<file path="config.mk">
export PLATFORM = sky130hd
export DESIGN_NAME = acs_sequencer
export DESIGN_NICKNAME = d
export VERILOG_FILES = /design/src/core/acs_pkg.sv /design/src/core/acs_word_if.sv /design/src/core/acs_format.sv /design/src/core/acs_sequencer.sv
export VERILOG_INCLUDE_DIRS = /design/src /design/src/core
export SDC_FILE = /design/constraint.sdc
export NUM_CORES = 1
export LEC_CHECK = 0
export BUFFER_PORTS_ARGS = -buffer_cell sky130_fd_sc_hd__buf_2
export CORE_MARGIN = 10
export CORE_UTILIZATION = 45
export DETAILED_ROUTE_END_ITERATION = 12
export GPL_TIMING_DRIVEN = 0
export HOLD_SLACK_MARGIN = 0.02
export PLACE_DENSITY = 0.73
export SYNTH_ARGS = -nofsm -noshare
export SYNTH_HDL_FRONTEND = slang
export SYNTH_SLANG_ARGS = --single-unit
</file>
<file path="constraint.sdc">
create_clock -name ref_clk -period 2.1 [get_ports ref_clk]
set_input_delay 0.315 -clock ref_clk [delete_from_list [all_inputs] [get_ports ref_clk]]
set_output_delay 0.315 -clock ref_clk [all_outputs]
set_load 0.05 [all_outputs]
</file>
<file path="src/core/acs_regs.svh">
// constants of the conversion output sequencer
`ifndef ACS_REGS_SVH
`define ACS_REGS_SVH

`define ACS_WORD_W      12
`define ACS_MAX_CH      4
`define ACS_LATENCY     5
`define ACS_MARK_BASE   7
`define ACS_TOTAL_MSPS  6
`define ACS_WARM_W      4
`define ACS_ZERO_WORD   12'h000

`endif

</file>
<file path="src/core/acs_pkg.sv">
// types of the conversion output sequencer
`default_nettype none
package acs_pkg;
  typedef enum logic {
    acs_warm,
    acs_run
  } acs_phase_type;

  typedef logic [11:0] acs_word_type;
  typedef logic [1:0]  acs_chan_type;
endpackage
`default_nettype wire

</file>
<file path="src/core/acs_word_if.sv">
// carrier between sequencer and output coder
`timescale 1ns/1ps
`default_nettype none
interface acs_word_if;
  logic [11:0] raw;
  logic        twos;
  logic [11:0] coded;
  modport seq (output raw, output twos, input coded);
  modport fmt (input raw, input twos, output coded);
endinterface
`default_nettype wire

</file>
<file path="src/core/acs_format.sv">
// output coder: offset binary or twos complement
`timescale 1ns/1ps
`default_nettype none
`include "acs_regs.svh"
module acs_format
  import acs_pkg::*;
(
  acs_word_if.fmt port
);
  // -----------------------------
  // coding
  // -----------------------------
  always_comb begin
    port.coded = port.raw;
    if (port.twos) begin
      port.coded[`ACS_WORD_W-1] = ~port.raw[`ACS_WORD_W-1];
    end
  end
endmodule
`default_nettype wire

</file>
<file path="src/core/acs_sequencer.sv">
// conversion pacing, result pipeline, channel sequence and read port
//
// How it works
// - each conversion-clock falling edge starts conversion
// - result appears five conversion clocks later
// - first marker after seven plus channels
// - marker low while channel one word out
// - single channel keeps marker high
// - channels delivered one to N, repeating
// - per-channel rate is six MSPS over N
// - fresh word each falling edge, host reads
// - read needs both selects plus read strobe
// - single-ended, differential or mixed configuration accepted
// - output binary or twos complement
// - single-ended binary codes FFF, 800, 000
// - single-ended twos codes 7FF, 000, 800
// - differential binary codes FFF, 800, 000
// - differential twos codes 7FF, 000, 800
`timescale 1ns/1ps
`default_nettype none
`include "acs_regs.svh"
module acs_sequencer
  import acs_pkg::*;
#(
  parameter int WORD_W  = `ACS_WORD_W,
  parameter int MAX_CH  = `ACS_MAX_CH,
  parameter int LATENCY = `ACS_LATENCY
) (
  input  wire logic                     ref_clk,
  input  wire logic                     rst,
  input  wire logic                     conversion_clock_in,
  input  wire logic                     select_low_n,
  input  wire logic                     select_high,
  input  wire logic                     read_n,
  input  wire logic                     scan_enable,
  input  wire logic [1:0]               channel_select,
  input  wire logic [1:0]               diff_select,
  input  wire logic                     twos_format,
  input  wire logic [MAX_CH*WORD_W-1:0] analog_code,
  output var  logic [WORD_W-1:0]        data_out,
  output var  logic                     data_oe,
  output var  logic                     frame_mark_n,
  output var  logic                     word_ready
);
  // -----------------------------
  // helpers
  // -----------------------------
  function automatic logic [2:0] chan_count(input logic scan, input logic [1:0] sel);
    chan_count = scan ? ({1'b0, sel} + 3'd1) : 3'd1;
  endfunction

  // -----------------------------
  // pin synchronisers
  // -----------------------------
  logic [1:0] sync_cclk;
  logic [1:0] sync_sel_lo;
  logic [1:0] sync_sel_hi;
  logic [1:0] sync_rd;
  logic [1:0] sync_scan;
  logic [3:0] sync_chsel;
  logic [3:0] sync_diff;
  logic [1:0] sync_twos;
  logic       cclk_prev;

  always_ff @(posedge ref_clk) begin
    if (rst) begin
      sync_cclk   <= 2'h0;
      sync_sel_lo <= 2'h3;
      sync_sel_hi <= 2'h0;
      sync_rd     <= 2'h3;
      sync_scan   <= 2'h0;
      sync_chsel  <= 4'h0;
      sync_diff   <= 4'h0;
      sync_twos   <= 2'h0;
      cclk_prev   <= 1'b0;
    end else begin
      sync_cclk   <= {sync_cclk[0], conversion_clock_in};
      sync_sel_lo <= {sync_sel_lo[0], select_low_n};
      sync_sel_hi <= {sync_sel_hi[0], select_high};
      sync_rd     <= {sync_rd[0], read_n};
      sync_scan   <= {sync_scan[0], scan_enable};
      sync_chsel  <= {sync_chsel[1:0], channel_select};
      sync_diff   <= {sync_diff[1:0], diff_select};
      sync_twos   <= {sync_twos[0], twos_format};
      cclk_prev   <= sync_cclk[1];
    end
  end

  logic       conv_start;
  logic [2:0] n_chan;
  logic [5:0] cfg_now;
  logic       qualified_read;

  assign conv_start     = cclk_prev & ~sync_cclk[1];
  assign n_chan         = chan_count(sync_scan[1], sync_chsel[3:2]);
  assign cfg_now        = {sync_scan[1], sync_chsel[3:2], sync_diff[3:2], 1'b0};
  assign qualified_read = ~sync_sel_lo[1] & sync_sel_hi[1] & ~sync_rd[1];

  // -----------------------------
  // sequence state
  // -----------------------------
  acs_phase_type              phase;
  acs_phase_type              next_phase;
  acs_chan_type               chan_idx;
  acs_chan_type               next_chan_idx;
  logic [`ACS_WARM_W-1:0]     warm_cnt;
  logic [`ACS_WARM_W-1:0]     next_warm_cnt;
  logic [5:0]                 cfg_seen;
  logic                       cfg_change;
  logic [`ACS_WARM_W-1:0]     mark_delay;

  assign cfg_change = (cfg_now != cfg_seen);
  assign mark_delay = `ACS_WARM_W'(`ACS_MARK_BASE) + `ACS_WARM_W'(n_chan);

  always_comb begin
    next_phase    = phase;
    next_chan_idx = chan_idx;
    next_warm_cnt = warm_cnt;
    case (phase)
      acs_warm: begin
        if (conv_start) begin
          next_warm_cnt = warm_cnt + `ACS_WARM_W'(1);
          if (next_warm_cnt >= mark_delay) begin
            next_phase = acs_run;
          end
        end
      end
      acs_run: begin
        next_phase = acs_run;
      end
      default: begin
        next_phase = acs_warm;
      end
    endcase
    if (conv_start) begin
      if ({1'b0, chan_idx} + 3'd1 >= n_chan) begin
        next_chan_idx = 2'h0;
      end else begin
        next_chan_idx = chan_idx + 2'h1;
      end
    end
    if (cfg_change) begin
      next_phase    = acs_warm;
      next_chan_idx = 2'h0;
      next_warm_cnt = '0;
    end
  end

  always_ff @(posedge ref_clk) begin
    if (rst) begin
      phase    <= acs_warm;
      chan_idx <= 2'h0;
      warm_cnt <= '0;
      cfg_seen <= '0;
    end else begin
      phase    <= next_phase;
      chan_idx <= next_chan_idx;
      warm_cnt <= next_warm_cnt;
      cfg_seen <= cfg_now;
    end
  end

  // -----------------------------
  // result pipeline
  // -----------------------------
  acs_word_type pipe_word [LATENCY];
  acs_chan_type pipe_chan [LATENCY];
  acs_word_type next_pipe_word [LATENCY];
  acs_chan_type next_pipe_chan [LATENCY];
  acs_word_type sample_word;

  always_comb begin
    sample_word = analog_code[chan_idx*WORD_W +: WORD_W];
    for (int i = 0; i < LATENCY; i++) begin
      next_pipe_word[i] = pipe_word[i];
      next_pipe_chan[i] = pipe_chan[i];
    end
    if (conv_start) begin
      next_pipe_word[0] = sample_word;
      next_pipe_chan[0] = chan_idx;
      for (int i = 1; i < LATENCY; i++) begin
        next_pipe_word[i] = pipe_word[i-1];
        next_pipe_chan[i] = pipe_chan[i-1];
      end
    end
  end

  always_ff @(posedge ref_clk) begin
    if (rst) begin
      for (int i = 0; i < LATENCY; i++) begin
        pipe_word[i] <= `ACS_ZERO_WORD;
        pipe_chan[i] <= 2'h0;
      end
    end else begin
      for (int i = 0; i < LATENCY; i++) begin
        pipe_word[i] <= next_pipe_word[i];
        pipe_chan[i] <= next_pipe_chan[i];
      end
    end
  end

  // -----------------------------
  // output coding
  // -----------------------------
  acs_word_if coder ();

  assign coder.raw  = pipe_word[LATENCY-1];
  assign coder.twos = sync_twos[1];

  acs_format u_format (
    .port (coder.fmt)
  );

  // -----------------------------
  // output registers
  // -----------------------------
  acs_word_type next_data_out;
  logic         next_data_oe;
  logic         next_frame_mark_n;
  logic         next_word_ready;

  // word leaving the last stage is latched as the next conversion starts
  always_comb begin
    next_data_out     = data_out;
    next_data_oe      = qualified_read;
    next_word_ready   = conv_start;
    next_frame_mark_n = frame_mark_n;
    if (conv_start) begin
      next_data_out     = coder.coded;
      next_frame_mark_n = 1'b1;
      if (n_chan > 3'h1 && phase == acs_run && pipe_chan[LATENCY-1] == 2'h0) begin
        next_frame_mark_n = 1'b0;
      end
    end
    if (n_chan == 3'h1 || cfg_change) begin
      next_frame_mark_n = 1'b1;
    end
  end

  always_ff @(posedge ref_clk) begin
    if (rst) begin
      data_out     <= `ACS_ZERO_WORD;
      data_oe      <= 1'b0;
      frame_mark_n <= 1'b1;
      word_ready   <= 1'b0;
    end else begin
      data_out     <= next_data_out;
      data_oe      <= next_data_oe;
      frame_mark_n <= next_frame_mark_n;
      word_ready   <= next_word_ready;
    end
  end
endmodule
`default_nettype wire

</file>
==> flow_summary.json <==
{
  "placed_area_um2": 5000,
  "firstDrtPassIters": 5,
  "total_power_mw": 5.21,
  "syn_inst": 505,
  "required_ps": 2550,
  "cts-root-buf": "clkbuf_8",
  "slew_violations": 0,
  "timing.rr.end": "phase",
  "ys_ff_latch": 118,
  "antenna_found_initial": 0,
  "whs_path_depth": 2,
  "fin_crit_ps": 1890,
  "cts-buffers-inserted": 17,
  "yosys-top-cells-count": "nand2_1, dfxtp_1, a21oi_1",
  "synth-adder-area-share_pct": 3.36,
  "finalWeightedCongestion": 0.858,
  "synth_cell_types": 27,
  "hold_end": "sync_chsel[1]",
  "num_rows": 36,
  "dpl.hpwl_um": 7670,
  "start_kind": "register",
  "relSlewSlack_pct": 57.6,
  "nNetsFinal": 679,
  "rsz0062_at_grt": "no",
  "synthXorXnorAreaFrac_pct": 2.52,
  "worst_pin_slew_ps": 637,
  "peakVddDrop_mv": 0.498,
  "cts.sinks": 118,
  "num_io_pins": 75,
  "cpLargestDelayFamily": "adder cells",
  "outcome": "finished, final reports clean",
  "yosysMostFrequentCell": "nand2_1",
  "synth_top_family_by_area": "simple AND/OR/NAND/NOR gates",
  "crit_chain": "ha_1, nand2_1, ha_1, xor2_1, ha_1, nand2_1, o21ai_1, nand3_1, a21oi_1",
  "cts_tree": "done",
  "drv_cap": 0,
  "worstSetupPathType": "register to register",
  "hp-start": "channel_select[1]",
  "hold_class": "input port to register",
  "clkLatencyLatePin_ps": 510,
  "synth_edf_count": 0,
  "timing.critical_path.slowest_cell_delay_ps": 350,
  "syn_nets": 577,
  "vias": 3707,
  "htree_levels": 4,
  "synth_compound_area_share_pct": 10.7,
  "dieArea_um2": 14300,
  "drtIter0Drc": 228,
  "initial_core_util_pct": 45.9,
  "cp_num_cells": 9,
  "drt_wl_total_um": 10500,
  "crit_start": "sync_chsel[2]",
  "grt_pass1_wl_um": 17600,
  "wl_per_cell_um": 13.9,
  "synth.avg_cell_area_um2": 8.84,
  "postRouteAntennaNets": 0,
  "ys_seq_area_share_pct": 52.9,
  "r2r-start": "sync_chsel[2]",
  "timing.final.crit_share_pct": 90.2,
  "grt_pass1_vias": 3861,
  "reg2reg_setup_slack_ps": 210,
  "finalSetupViolations": 0,
  "grt_use_total_pct": 15.0,
  "crit_buf_inv": 0,
  "core_um2": 9730,
  "die_x_um": 120,
  "p_per_area_nw_per_um2": 921,
  "final_area_um2": 5650,
  "ys.warnings.count": 0,
  "syn_area_um2": 4460,
  "finClkSkew_ps": 12.5,
  "setup_ws_ps": 206,
  "num_antenna_cells": 0,
  "setup_tns_ps": 0,
  "fmax_mhz": 528,
  "synth-simple-area-share_pct": 20.8,
  "postCtsSetupRepairBufs": 0,
  "syn_to_final_growth_pct": 26.6,
  "hold_viol_final": 0,
  "cpMostUsedCell": "ha_1",
  "path_max_fanout": 4,
  "die-height_um": 120,
  "synth_ff_type": "dfxtp_1",
  "cts_buffer_depth": 2,
  "p_leak_nw": 2.14,
  "post-place-ws_ps": 196,
  "slowest_stage": "dfxtp_1",
  "drive_above_1_share_pct": 21.2,
  "synth_area_leaders": "dfxtp_1, nand2_1, a21oi_1",
  "endpoint_kind": "register",
  "clkTransAtPathRegs_ps": 50,
  "yosysTopAreaCellShare_pct": 52.9,
  "synth_mux_area_share_pct": 6.05,
  "r2r_cells": 9,
  "async_flop_share_pct": 0,
  "vias_per_cell": 4.94,
  "hold_ws_ps": 31.0,
  "drc": 0,
  "grt_max_degree": 17,
  "synth.largest_area_cell": "dfxtp_1",
  "global_route.overflow_total": 0,
  "portBuffers": 74,
  "arrival_ps": 2340
}
registers in the layout, summed over array words and instances (netlist names), 4 cells and up:
name and cells:
sync_chsel 4, cfg_seen 5, warm_cnt 4, pipe_word 60
data_out 12, pipe_chan 10, sync_diff 4
layout by cell type, fill, tap and decap left out, types with 2 or more instances in the layout:
master and count:
nand2_1 171, dfxtp_1 118, a21oi_1 88, buf_2 83
clkbuf_1 26, nor2b_1 24, clkbuf_16 16, mux4_2 12
ha_1 12, dlygate4sd3_1 9, xnor2_1 7, nor2_1 6
nand3_1 4, xor2_1 4, or2_2 4, clkbuf_8 4
clkinv_2 4, o21ai_0 3, clkinvlp_4 3, inv_1 2
nand2b_1 2, nand4_1 2, nor4b_1 2, bufinv_16 2
timing repair:
| item | in CTS | in global routing |
|---|---|---|
| resized for setup | 0 | 1 |
| hold buffers | 9 | 0 |
| hold endpoints to repair | 9 | 0 |
| endpoints found under the setup margin | 0 | 1 |
cell families after synthesis:
kind of cell,after synthesis
adders and majority gates,12
DFF,118
and+or+nand+nor,219
xor gates and xnor gates,12
buffers and inverters,38
AOI/OAI and AO/OA,94
muxes,12
where the power goes:
group | internal (mW) | switching [mW]
Combinational | 0.104 | 0.107
Sequential | 2.27 | 0.0123
Clock | 1.76 | 0.958
through the flow:
| stage | std cells | utilization [%] |
|---|---|---|
| 2_1_floorplan | 505 | - |
| 3_3_place_gp | 712 | 51.4 |
| 3_5_place_dp | 712 | 51.4 |
| 4_1_cts | 751 | 58.1 |
| 5_1_grt | 751 | 58.1 |
| 6_report | 751 | 58.1 |
area by class of cell:
class / count / area, µm²
fill: 881 / 4080
inverter: 2 / 7.51
clock inverter: 9 / 103
tap: 133 / 166
sequential: 118 / 2360
multi-input combinational: 349 / 1940
buffer: 36 / 158
timing repair buffer: 83 / 460
clock buffer: 21 / 459
worst max-delay path by stage:
stage	endpoint	slack [ps]
CTS	phase	160
global placement	phase	230
finish	phase	210
floorplan	phase	340
global route	phase	40
detailed placement	phase	200
worst reg2reg max path, cell delays in order (launching register included):
cell     delay, ps
dfxtp_1        350
ha_1           310
nand2_1        110
ha_1           230
xor2_1         160
ha_1           290
nand2_1         50
o21ai_1        120
nand3_1         90
a21oi_1        120
layer usage:
metal  track usage, %  routed length [µm]  vias to the layer above
met5                0                   0                        -
met4             6.49                 212                        0
met3             4.50                 628                       18
met2             25.3                5160                       99
met1             17.4                4460                     1724
li1                 -                   -                     1866
No activity file was read; power rests on OpenSTA's default activity.
